`config.mk`:
```
export PLATFORM = sky130hd
export DESIGN_NAME = dsmc_regs
export DESIGN_NICKNAME = d
export VERILOG_FILES = /design/src/dsmc_pkg.sv /design/src/dsmc_regs.sv
export SDC_FILE = /design/constraint.sdc
export NUM_CORES = 1
export LEC_CHECK = 0
export ABC_CLOCK_PERIOD_IN_PS = 2380
export BUFFER_PORTS_ARGS = -buffer_cell sky130_fd_sc_hd__buf_2
export CAP_MARGIN = 15
export CORE_UTILIZATION = 48
export CTS_CLUSTER_SIZE = 8
export DETAILED_ROUTE_END_ITERATION = 12
export PLACE_DENSITY = 0.8
export SYNTH_ARGS = -nofsm -noshare
export SYNTH_HDL_FRONTEND = slang
export SYNTH_SLANG_ARGS = --single-unit
```
`constraint.sdc`:
```
create_clock -name i_clk -period 2.38 [get_ports i_clk]
set_clock_uncertainty 0.2 [all_clocks]
set_input_delay 0.357 -clock i_clk [delete_from_list [all_inputs] [get_ports i_clk]]
set_output_delay 0.357 -clock i_clk [all_outputs]
set_load 0.005 [all_outputs]
```
`src/dsmc_pkg.sv`:
```
// Package with register map, field positions and timing constants of the mode configuration bank
`default_nettype none
package dsmc_pkg;
  // Register addresses
  localparam logic [7:0] ADDR_PROTOCOL_REVISION = 8'h10;
  localparam logic [7:0] ADDR_SLAVE_BUS_ADDRESS = 8'h11;
  localparam logic [7:0] ADDR_DIAG_MODE_CONFIG = 8'h12;
  localparam logic [7:0] ADDR_COMMAND_MODE_CONFIG = 8'h13;
  localparam logic [7:0] ADDR_PERIODIC_MODE_ENABLE = 8'h15;
  localparam logic [7:0] ADDR_PERIODIC_PERIOD = 8'h17;
  // Fixed read-only value of the protocol revision; the value is arbitrary, set it per product
  localparam logic [7:0] PROTOCOL_REVISION_VAL = 8'hA5;
  // Reset values
  localparam logic [3:0] SLAVE_ADDR_RST = 4'h0;
  localparam logic [7:0] CFG_RST = 8'h00;
  localparam logic [2:0] PERIOD_SEL_RST = 3'h0;
  // Field positions
  localparam int DIAG_EN_BIT = 0;
  localparam int SAMPLE_SEL_BIT = 0;
  localparam int TRAIN_EN_BIT = 1;
  localparam int CMD_PER_LSB = 2;
  localparam int TRAIN_RST_BIT = 4;
  localparam int PERIODIC_EN_BIT = 7;
  localparam int ADDR_W = 4;
  localparam int CMD_CFG_W = 5;
  // Diagnostic command fragment length when enabled
  localparam logic [2:0] DIAG_FRAG_LEN = 3'h4;
  // Periodic period per code, in microseconds
  localparam int PERIOD_US_0 = 500;
  localparam int PERIOD_US_1 = 125;
  localparam int PERIOD_US_2 = 250;
  localparam int PERIOD_US_3 = 333;
  localparam int PERIOD_US_4 = 500;
  localparam int PERIOD_US_5 = 1000;
  localparam int PERIOD_US_6 = 2000;
  localparam int PERIOD_US_7 = 4000;
  // Clock rate and derived cycles per microsecond
  localparam int CLK_MHZ = 50;
  localparam int CYC_PER_US = CLK_MHZ;
  // Training state
  typedef enum logic [1:0] {
    DSMC_TR_UNTRAINED = 2'b00,
    DSMC_TR_HOLD = 2'b01,
    DSMC_TR_ACTIVE = 2'b10
  } dsmc_train_e;
endpackage : dsmc_pkg
`default_nettype wire

```
`src/dsmc_regs.sv`:
```
// Mode configuration register bank of a bus slave sensor
`timescale 1ns/1ps
`default_nettype none
// Operation
// - Read-only protocol revision, writes ignored
// - Four-bit slave address, upper bits zero
// - Address zero: obtain address by discovery
// - Nonzero address: skip discovery, use it
// - Address writable; lock restores OTP on reset
// - Diagnostic enable bit 0, fragment length 4
// - Command config field layout, upper bits zero
// - Command period codes mean 1,2,4,8
// - Period only affects training when enabled
// - Training off, reset clear: hold value
// - Training off, reset set: untrained value
// - Training on: train, ignore reset bit
// - Sample bit clear: latency from response start
// - Sample bit set: latency from command edge
// - Periodic enable bit 7, others zero
// - Enable set by command or write
// - Periodic on: lock config, start integrity check
// - Periodic enable cleared only by reset
// - Mode selection table from both enables
// - Periodic period code to microseconds
module dsmc_regs (
  input wire logic i_clk, // Core clock, 50 MHz
  input wire logic i_rst, // Asynchronous reset, active high
  input wire logic i_wr_en, // Register write strobe from command decoder
  input wire logic [7:0] i_addr, // Register address
  input wire logic [7:0] i_wdata, // Write data
  input wire logic [7:0] i_rd_addr, // Read address
  input wire logic i_enter_periodic, // Enter periodic mode command pulse
  input wire logic i_lock_user, // User lock bit from OTP
  input wire logic [3:0] i_otp_addr, // OTP slave address
  input wire logic i_train_update, // Trainer has a new adjustment
  input wire logic [7:0] i_train_value, // New trained adjustment
  input wire logic [7:0] i_train_untrained, // Untrained adjustment value
  output logic [7:0] o_rdata, // Read data
  output logic o_discovery_en, // Discovery procedure allowed
  output logic [3:0] o_slave_addr, // Active slave address
  output logic o_command_mode, // Command-and-response mode active
  output logic o_periodic_mode, // Periodic mode active
  output logic o_diag_mode, // Background diagnostics active
  output logic [2:0] o_diag_frag_len, // Diagnostic fragment length, 0 when the diagnostic enable bit is clear
  output logic [3:0] o_cmd_period_mult, // Command period as periodic multiples
  output logic o_train_active, // Oscillator training running
  output logic [7:0] o_osc_adjust, // Oscillator adjustment
  output logic o_sample_at_cmd, // Latency referenced to command edge
  output logic [12:0] o_train_period_us, // Periodic period for training, in us
  output logic o_cfg_locked, // Configuration locked
  output logic o_integrity_en // Read/write array check enabled
);
  ////////////////////////////////////////////////////////////////////////
  // Register state
  logic [3:0] addr_r, addr_nxt;
  logic diag_en_r, diag_en_nxt;
  localparam int CMD_CFG_W_L = dsmc_pkg::CMD_CFG_W;
  logic [CMD_CFG_W_L-1:0] cmd_cfg_r, cmd_cfg_nxt;
  logic periodic_en_r, periodic_en_nxt;
  logic [2:0] per_sel_r, per_sel_nxt;
  logic [7:0] osc_r, osc_nxt;
  dsmc_pkg::dsmc_train_e train_st_r, train_st_nxt;
  logic lock_seen_r, lock_seen_nxt;
  logic [7:0] rdata_nxt;
  logic wr_addr, wr_diag, wr_cmd, wr_per, wr_pen;
  logic train_en, train_rst;

  // Write decode; locked registers refuse writes once periodic mode is on
  always_comb begin
    wr_addr = i_wr_en && i_addr == dsmc_pkg::ADDR_SLAVE_BUS_ADDRESS && !periodic_en_r;
    wr_diag = i_wr_en && i_addr == dsmc_pkg::ADDR_DIAG_MODE_CONFIG && !periodic_en_r;
    wr_cmd = i_wr_en && i_addr == dsmc_pkg::ADDR_COMMAND_MODE_CONFIG && !periodic_en_r;
    wr_per = i_wr_en && i_addr == dsmc_pkg::ADDR_PERIODIC_PERIOD && !periodic_en_r;
    wr_pen = i_wr_en && i_addr == dsmc_pkg::ADDR_PERIODIC_MODE_ENABLE;
    train_en = cmd_cfg_r[dsmc_pkg::TRAIN_EN_BIT];
    train_rst = cmd_cfg_r[dsmc_pkg::TRAIN_RST_BIT];
  end

  // Next values of configuration; the lock strap is applied once after reset release
  always_comb begin
    addr_nxt = addr_r;
    diag_en_nxt = diag_en_r;
    cmd_cfg_nxt = cmd_cfg_r;
    per_sel_nxt = per_sel_r;
    periodic_en_nxt = periodic_en_r;
    lock_seen_nxt = 1'b1;
    if (!lock_seen_r && i_lock_user) begin
      addr_nxt = i_otp_addr;
    end else if (wr_addr) begin
      addr_nxt = i_wdata[dsmc_pkg::ADDR_W-1:0];
    end
    if (wr_diag) begin
      diag_en_nxt = i_wdata[dsmc_pkg::DIAG_EN_BIT];
    end
    if (wr_cmd) begin
      cmd_cfg_nxt = i_wdata[CMD_CFG_W_L-1:0];
    end
    if (wr_per) begin
      per_sel_nxt = i_wdata[2:0];
    end
    // Sticky: either path sets it, nothing but reset clears it
    if (i_enter_periodic || (wr_pen && i_wdata[dsmc_pkg::PERIODIC_EN_BIT])) begin
      periodic_en_nxt = 1'b1;
    end
  end

  always_ff @(posedge i_clk or posedge i_rst) begin
    if (i_rst) begin
      addr_r <= dsmc_pkg::SLAVE_ADDR_RST;
      diag_en_r <= 1'b0;
      cmd_cfg_r <= '0;
      per_sel_r <= dsmc_pkg::PERIOD_SEL_RST;
      periodic_en_r <= 1'b0;
      lock_seen_r <= 1'b0;
    end else begin
      addr_r <= addr_nxt;
      diag_en_r <= diag_en_nxt;
      cmd_cfg_r <= cmd_cfg_nxt;
      per_sel_r <= per_sel_nxt;
      periodic_en_r <= periodic_en_nxt;
      lock_seen_r <= lock_seen_nxt;
    end
  end

  ////////////////////////////////////////////////////////////////////////
  // Oscillator adjustment and training status; training wins over the reset bit
  always_comb begin
    osc_nxt = osc_r;
    train_st_nxt = train_st_r;
    if (train_en) begin
      if (i_train_update) begin
        osc_nxt = i_train_value;
      end
    end else if (train_rst) begin
      osc_nxt = i_train_untrained;
    end
    // Status follows the two control bits; a held value survives until the reset bit is set
    case (train_st_r)
      dsmc_pkg::DSMC_TR_UNTRAINED: begin
        if (train_en) begin
          train_st_nxt = dsmc_pkg::DSMC_TR_ACTIVE;
        end
      end
      dsmc_pkg::DSMC_TR_HOLD: begin
        if (train_en) begin
          train_st_nxt = dsmc_pkg::DSMC_TR_ACTIVE;
        end else if (train_rst) begin
          train_st_nxt = dsmc_pkg::DSMC_TR_UNTRAINED;
        end
      end
      dsmc_pkg::DSMC_TR_ACTIVE: begin
        if (!train_en && train_rst) begin
          train_st_nxt = dsmc_pkg::DSMC_TR_UNTRAINED;
        end else if (!train_en) begin
          train_st_nxt = dsmc_pkg::DSMC_TR_HOLD;
        end
      end
      default: begin
        train_st_nxt = train_en ? dsmc_pkg::DSMC_TR_ACTIVE : dsmc_pkg::DSMC_TR_UNTRAINED;
      end
    endcase
  end

  // Adjustment resets to zero; the untrained value comes only via the reset bit, the trainer loads the trained value
  always_ff @(posedge i_clk or posedge i_rst) begin
    if (i_rst) begin
      osc_r <= 8'h00;
      train_st_r <= dsmc_pkg::DSMC_TR_UNTRAINED;
    end else begin
      osc_r <= osc_nxt;
      train_st_r <= train_st_nxt;
    end
  end

  ////////////////////////////////////////////////////////////////////////
  // Read mux; unmapped addresses read zero
  always_comb begin
    case (i_rd_addr)
      dsmc_pkg::ADDR_PROTOCOL_REVISION: rdata_nxt = dsmc_pkg::PROTOCOL_REVISION_VAL;
      dsmc_pkg::ADDR_SLAVE_BUS_ADDRESS: rdata_nxt = {4'h0, addr_r};
      dsmc_pkg::ADDR_DIAG_MODE_CONFIG: rdata_nxt = {7'h00, diag_en_r};
      dsmc_pkg::ADDR_COMMAND_MODE_CONFIG: rdata_nxt = {3'h0, cmd_cfg_r};
      dsmc_pkg::ADDR_PERIODIC_MODE_ENABLE: rdata_nxt = {periodic_en_r, 7'h00};
      dsmc_pkg::ADDR_PERIODIC_PERIOD: rdata_nxt = {5'h00, per_sel_r};
      default: rdata_nxt = 8'h00;
    endcase
  end

  ////////////////////////////////////////////////////////////////////////
  // Registered outputs derived from configuration
  logic [3:0] mult;
  logic [12:0] per_us;
  logic disc_nxt;
  logic [3:0] slave_addr_nxt;
  logic cmd_mode_nxt;
  logic per_mode_nxt;
  logic diag_mode_nxt;
  logic [2:0] frag_len_nxt;
  logic train_act_nxt;
  logic [7:0] osc_out_nxt;
  logic sample_nxt;
  logic [12:0] train_per_nxt;
  logic locked_nxt;
  logic integ_nxt;
  // Next output values; the period lookup is only published while training runs
  always_comb begin
    case (cmd_cfg_r[dsmc_pkg::CMD_PER_LSB +: 2])
      2'b00: mult = 4'h1;
      2'b01: mult = 4'h2;
      2'b10: mult = 4'h4;
      default: mult = 4'h8;
    endcase
    case (per_sel_r)
      3'h0: per_us = 13'(dsmc_pkg::PERIOD_US_0);
      3'h1: per_us = 13'(dsmc_pkg::PERIOD_US_1);
      3'h2: per_us = 13'(dsmc_pkg::PERIOD_US_2);
      3'h3: per_us = 13'(dsmc_pkg::PERIOD_US_3);
      3'h4: per_us = 13'(dsmc_pkg::PERIOD_US_4);
      3'h5: per_us = 13'(dsmc_pkg::PERIOD_US_5);
      3'h6: per_us = 13'(dsmc_pkg::PERIOD_US_6);
      default: per_us = 13'(dsmc_pkg::PERIOD_US_7);
    endcase
    disc_nxt = addr_r == 4'h0;
    slave_addr_nxt = addr_r;
    cmd_mode_nxt = !periodic_en_r;
    per_mode_nxt = periodic_en_r;
    diag_mode_nxt = periodic_en_r && diag_en_r;
    frag_len_nxt = diag_en_r ? dsmc_pkg::DIAG_FRAG_LEN : 3'h0;
    train_act_nxt = train_st_nxt == dsmc_pkg::DSMC_TR_ACTIVE;
    osc_out_nxt = osc_r;
    sample_nxt = cmd_cfg_r[dsmc_pkg::SAMPLE_SEL_BIT];
    train_per_nxt = train_en ? per_us : 13'h0000;
    locked_nxt = periodic_en_r;
    integ_nxt = periodic_en_r;
  end

  // Outputs lag their source registers by one cycle, except o_train_active, which is taken from the next training state
  always_ff @(posedge i_clk or posedge i_rst) begin
    if (i_rst) begin
      o_rdata <= 8'h00;
      o_discovery_en <= 1'b1;
      o_slave_addr <= 4'h0;
      o_command_mode <= 1'b1;
      o_periodic_mode <= 1'b0;
      o_diag_mode <= 1'b0;
      o_diag_frag_len <= 3'h0;
      o_cmd_period_mult <= 4'h1;
      o_train_active <= 1'b0;
      o_osc_adjust <= 8'h00;
      o_sample_at_cmd <= 1'b0;
      o_train_period_us <= 13'h0000;
      o_cfg_locked <= 1'b0;
      o_integrity_en <= 1'b0;
    end else begin
      o_rdata <= rdata_nxt;
      o_discovery_en <= disc_nxt;
      o_slave_addr <= slave_addr_nxt;
      o_command_mode <= cmd_mode_nxt;
      o_periodic_mode <= per_mode_nxt;
      o_diag_mode <= diag_mode_nxt;
      o_diag_frag_len <= frag_len_nxt;
      o_cmd_period_mult <= mult;
      o_train_active <= train_act_nxt;
      o_osc_adjust <= osc_out_nxt;
      o_sample_at_cmd <= sample_nxt;
      o_train_period_us <= train_per_nxt;
      o_cfg_locked <= locked_nxt;
      o_integrity_en <= integ_nxt;
    end
  end

  ////////////////////////////////////////////////////////////////////////
  // Checks
  periodic_sticky_a: assert property (@(posedge i_clk) disable iff (i_rst)
    periodic_en_r |=> periodic_en_r) else $error("periodic enable cleared");
  locked_write_a: assert property (@(posedge i_clk) disable iff (i_rst)
    periodic_en_r && i_wr_en |=> $stable(cmd_cfg_r) && $stable(diag_en_r) && $stable(addr_r)
    && $stable(per_sel_r)) else $error("locked reg changed");
  enter_cmd_a: assert property (@(posedge i_clk) disable iff (i_rst)
    i_enter_periodic |-> ##2 o_periodic_mode && !o_command_mode) else $error("enter command ignored");
  revision_a: assert property (@(posedge i_clk) disable iff (i_rst)
    i_rd_addr == dsmc_pkg::ADDR_PROTOCOL_REVISION |=> o_rdata == dsmc_pkg::PROTOCOL_REVISION_VAL)
    else $error("revision wrong");
  diag_gate_a: assert property (@(posedge i_clk) disable iff (i_rst)
    o_diag_mode |-> o_periodic_mode && $past(diag_en_r)) else $error("diag without periodic");
  train_hold_a: assert property (@(posedge i_clk) disable iff (i_rst)
    !train_en && !train_rst |=> $stable(osc_r)) else $error("adjustment drifted");
  train_reset_a: assert property (@(posedge i_clk) disable iff (i_rst)
    !train_en && train_rst |=> osc_r == $past(i_train_untrained)) else $error("untrained not restored");
  train_run_a: assert property (@(posedge i_clk) disable iff (i_rst)
    train_en && i_train_update |=> osc_r == $past(i_train_value)) else $error("training ignored");
  addr_write_a: assert property (@(posedge i_clk) disable iff (i_rst)
    wr_addr && lock_seen_r |=> ##1 o_slave_addr == $past(i_wdata[3:0], 2)) else $error("address not written");
  addr_upper_a: assert property (@(posedge i_clk) disable iff (i_rst)
    i_rd_addr == dsmc_pkg::ADDR_SLAVE_BUS_ADDRESS |=> o_rdata[7:4] == 4'h0) else $error("address high bits");
  cmd_upper_a: assert property (@(posedge i_clk) disable iff (i_rst)
    i_rd_addr == dsmc_pkg::ADDR_COMMAND_MODE_CONFIG |=> o_rdata[7:5] == 3'h0) else $error("command cfg high bits");
  enable_bits_a: assert property (@(posedge i_clk) disable iff (i_rst)
    i_rd_addr == dsmc_pkg::ADDR_PERIODIC_MODE_ENABLE |=> o_rdata[6:0] == 7'h00) else $error("enable low bits");
  frag_len_a: assert property (@(posedge i_clk) disable iff (i_rst)
    diag_en_r |=> o_diag_frag_len == dsmc_pkg::DIAG_FRAG_LEN) else $error("fragment length wrong");
  period_mult_a: assert property (@(posedge i_clk) disable iff (i_rst)
    cmd_cfg_r[dsmc_pkg::CMD_PER_LSB +: 2] == 2'b11 |=> o_cmd_period_mult == 4'h8) else $error("multiple wrong");
  train_period_a: assert property (@(posedge i_clk) disable iff (i_rst)
    !train_en |=> o_train_period_us == 13'h0000) else $error("period shown while idle");
  cfg_lock_a: assert property (@(posedge i_clk) disable iff (i_rst)
    periodic_en_r |=> o_cfg_locked && o_integrity_en) else $error("lock not applied");
  discovery_a: assert property (@(posedge i_clk) disable iff (i_rst)
    addr_r == 4'h0 |=> o_discovery_en) else $error("discovery not allowed");
  programmed_addr_a: assert property (@(posedge i_clk) disable iff (i_rst)
    addr_r != 4'h0 |=> !o_discovery_en && o_slave_addr == $past(addr_r)) else $error("programmed address unused");
  sample_sel_a: assert property (@(posedge i_clk) disable iff (i_rst)
    cmd_cfg_r[dsmc_pkg::SAMPLE_SEL_BIT] |=> o_sample_at_cmd) else $error("sample method ignored");
  train_status_a: assert property (@(posedge i_clk) disable iff (i_rst)
    !train_en && train_rst |=> train_st_r == dsmc_pkg::DSMC_TR_UNTRAINED) else $error("status not untrained");
endmodule : dsmc_regs
`default_nettype wire

```
# == After elaboration in Yosys (flattened, before gate mapping) ==
# Index checks and enable logic that the tools add are counted.
# word_totals
regBits,71
in_bits,50
word_cells,85
# op_classes
eq_ne,23
n_mux,17
n_reduce_logical,25
# op_table
op,count
== test 8 x 5 -> 1 bit (second input constant),11
one-hot mux 12 bit (6 select lines),1
one-hot mux 8 bit (6 select lines),1
two-way mux 8 bit,3
logical AND 1 bit,13
two-way mux 13 bit,1
two-way mux 2 bit,6
one-hot mux 4 bit (3 select lines),1
== test 3 bit (second input constant),3
two-way mux 4 bit,2
== test 2 bit (second input constant),3
== test 3 x 2 -> 1 bit (second input constant),2
one-hot mux 2 bit (3 select lines),1
== test 2 x 1 -> 1 bit (second input constant),2
logical NOT 2 bit,2
logical NOT 4 bit,1
nonzero test 2 bit,2
== test 3 x 1 -> 1 bit (second input constant),1
logical NOT 1 bit,3
logical NOT 3 bit,1
two-way mux 3 bit,1
inequality test 2 bit (second input constant),1
AND reduction 2 bit,1
OR reduction 2 bit,1
logical OR 1 bit,1

# == Longest topological paths before layout ==
# depth
word_depth,5
depth_mapped,4
ltp_nobuf,3

# == Worst setup path after synthesis ==
# Ideal clock, no wire load.
# synth_timing
kind,input -> register
start,in i_addr[3]
end,reg per_sel_r[0]
setup_time_ns,0.125
arrival_ns,1.403
path_slack_ns,0.652
cell_stages,3
path_buffers,0
cell_sequence,nor4b_4 -> and3_1 -> mux2_2
# synth_between
elab_chain_cells,3
# synth_rtl
item,line_no,source
"start, declared",dsmc_regs.sv:29,"input wire logic [7:0] i_addr,"
== test 8 x 5 -> 1 bit,dsmc_regs.sv:73,wr_per = i_wr_en && i_addr == dsmc_pkg::ADDR_PERIODIC_PERIOD && !periodic_en_r;
logical AND 1 bit (2 in series),dsmc_regs.sv:73,
"end signal, assigned",dsmc_regs.sv:112,per_sel_r <= dsmc_pkg::PERIOD_SEL_RST;
"end signal, assigned",dsmc_regs.sv:119,per_sel_r <= per_sel_nxt;
"end, declared",dsmc_regs.sv:60,"logic [2:0] per_sel_r, per_sel_nxt;"
# Every way passes these cells.
# A chain may end at the register's enable or synchronous reset.

# == Final worst setup path ==
# layout_timing
start,"reg periodic_en_r, in the netlist integ_nxt"
end,reg per_sel_r[2]
# layout_between
elab_chain_cells,2
# layout_rtl
item,line_no,source
"start, declared",dsmc_regs.sv:59,"logic periodic_en_r, periodic_en_nxt;"
"start signal, assigned",dsmc_regs.sv:120,periodic_en_r <= periodic_en_nxt;
logical NOT 1 bit,dsmc_regs.sv:73,
logical AND 1 bit,dsmc_regs.sv:73,
# Every way passes these cells.

==> out/metrics.cfg <==
[hold_path]
min_from=i_enter_periodic
holdPathEnd=integ_nxt
whs_path_depth=3
hold_class=in2reg

[final_layout]
nFillCells=424
final_cell_mix=buf_2 (91), dfrtp_1 (62), a21oi_1 (13)
final_common_cell=buf_2
multi_input_area_sq_um=891
diodes=0
drive_gt1_share_pct=41.0
seqCellArea_sq_um=1630
nets=350
syn_to_final_growth_pct=26.3

[synth]
synth_edf_count=0
synth_cell_types=40
ys.flop_type=dfrtp_1
synth_top_area_cell=dfrtp_1
ys_warn_count=0
yosys_register_bits=65
syn-cell-area_sq_um=2620
synthArstFlopShare_pct=100
seq_area_frac_synth_pct=62.1
yosysTopAreaCellShare_pct=59.1
synth.area.top_cells=dfrtp_1 (59%), mux2_2 (4.3%), mux2i_1 (4.2%), dfstp_2 (3.0%), nor2b_1 (2.6%)
syn_area_per_cell_sq_um=12.4
syn_inst=211

[worst_setup_path]
critPathLaunchType=register
path_class=reg2reg
arrival_ns=1.72
reg2reg_slack_ns=0.67
end_kind=register
crit_fanout=8
rr_endpoint=per_sel_r[2]
slowest_delay_ns=0.46
cpMaxStageDelayCell=dfrtp_1
required_ns=2.39
worstPathCellList=and3b_1 > and3_1 > mux2_2
r2r_cells=3
timing.rr.start=integ_nxt

[timing]
setup_slack_ns=0.672
slew_violations=0
finalHoldViolations=0
fin_crit_ns=1.71
rsz0062_at_grt=no
fin_tns_setup_ns=0
worstMarginPinSlew_ns=0.707
max_freq_ghz=0.585
fin_crit_sh_pct=71.8
slew_headroom_pct=52.9
setup-violations-final=0

[global_routing]
gr-total-overflow=0
grt_pass1_wl_microns=8220
antenna_found_initial=0
grt_pass1_vias=1834
grt_max_degree=30
track_usage_pct=18.6

[cts]
cts_setup_buffers=0
numCtsBuffers=9
clock_latency_ns=0.32
hold_buffers=1
clock-sinks=65
clockBufferDepth=2
ctsRootBufferMaster=clkbuf_8
clkTransAtPathRegs_ns=0.06
cts_resized=0
cts_tree=done
htreeDepth=3

[job]
drv_cap=0

[floorplan]
design.die.area_sq_um=5770
io_pins=98
rows=26
fp.dieW_microns=75.9
start_util_pct=50.7
core-area_sq_um=5170
die_y_microns=75.9

[placed_design]
dp_hpwl_microns=3590
port_buffers=91
post-place-ws_ns=0.539
gp_congestion=0.850

[drt]
first_pass_iters=4
route.detailed.drc=0
ant_nets=0
drtIter0Drc=59
route.vias.total=1930
wl_per_cell_microns=13.3
via_per_inst=5.15
wl_microns=4990

[power]
leakagePower_nw=1.76
power_density_nw_per_um2=687
ir_drop_mv=0.388

[run_status]
outcome=complete, no violations

-- sequential cells by signal (all words and copies together) (netlist names), 3 cells and up --
name / flops
cmd_cfg_r: 5
o_train_period_us: 12
per_sel_r: 3
o_osc_adjust: 8
osc_out_nxt: 8
o_cmd_period_mult: 4
o_slave_addr: 4
o_rdata: 7
addr_r: 4
-- metrics by stage --
step | utilization [%] | instance area (sq um) | power, W | instances | hold WS, ns
6_report | 64.1 | 3310 | 0.00228 | 375 | 0.0315
5_1_grt | 64.1 | 3310 | 0.00237 | 375 | 0.0194
4_1_cts | 64.1 | 3310 | 0.00230 | 375 | 0.0224
3_5_place_dp | 60.2 | 3110 | 0.00142 | 358 | 0.151
3_3_place_gp | 60.2 | 3110 | 0.00141 | 358 | 0.156
2_1_floorplan | - | 2640 | 0.00132 | 214 | 0.166
-- cell usage after synthesis (3+ instances only) --
library cell   n
dfrtp_1       62
a21oi_1       13
clkbuf_1      12
nor2_1        12
mux2i_1       11
nor2b_1       11
mux2_2        10
a211oi_1       8
buf_4          6
a31oi_1        5
nand2_1        5
nand4_1        5
o31ai_1        5
and3_1         4
inv_1          4
and2_1         3
dfstp_2        3
nor4_1         3
-- critical path: cells and delay by family, from the launching register on --
family	cells	cell delay [ns]
DFF	1	0.46
muxes	1	0.34
and+or+nand+nor	2	0.59
-- area by class of cell --
class	count	share of cell area (%)
multi-input cells	125	26.9
flip-flops and latches	65	49.2
clock inverters	3	1.21
repair buffers	95	15.1
inverters	4	0.453
well taps	70	2.64
clock buffers	13	4.49
-- where the power goes --
| part | internal [W] | switching (W) |
|---|---|---|
| registers | 0.00116 | 0.0000303 |
| clock network | 0.000510 | 0.000371 |
| logic | 0.000100 | 0.000102 |
| total | 0.00177 | 0.000503 |
-- layer usage --
| metal | routed length (microns) | up-vias | part of all wire, % | track usage (%) |
|---|---|---|---|---|
| met4 | 89 | 0 | 1.8 | 9.42 |
| li1 | - | 918 | - | - |
| met2 | 2500 | 72 | 50 | 30.6 |
| met3 | 285 | 10 | 5.7 | 5.06 |
| met5 | 0 | - | 0 | 0 |
| met1 | 2110 | 930 | 42 | 22.7 |
-- worst max-delay path by stage --
stage	startpoint	depth (start not counted)	endpoint
CTS	integ_nxt	3	per_sel_r[0]
detailed placement	i_addr[3]	4	per_sel_r[0]
global route	integ_nxt	3	per_sel_r[2]
global placement	i_addr[3]	4	per_sel_r[0]
floorplan	i_rst	1	addr_r[0]
finish	integ_nxt	3	per_sel_r[2]
-- cell families (layout without fill, tap and decap cells) --
group	Yosys count	count (layout)	synth area share, %
and+or+nand+nor	60	60	14.9
muxes	21	21	8.49
DFF	65	65	62.1
other	2	5	0.286
xor gates and xnor gates	2	2	0.668
buffers and inverters	24	115	4.34
AOI/OAI and AO/OA	37	37	9.20
No activity file was read; power rests on OpenSTA's default activity.
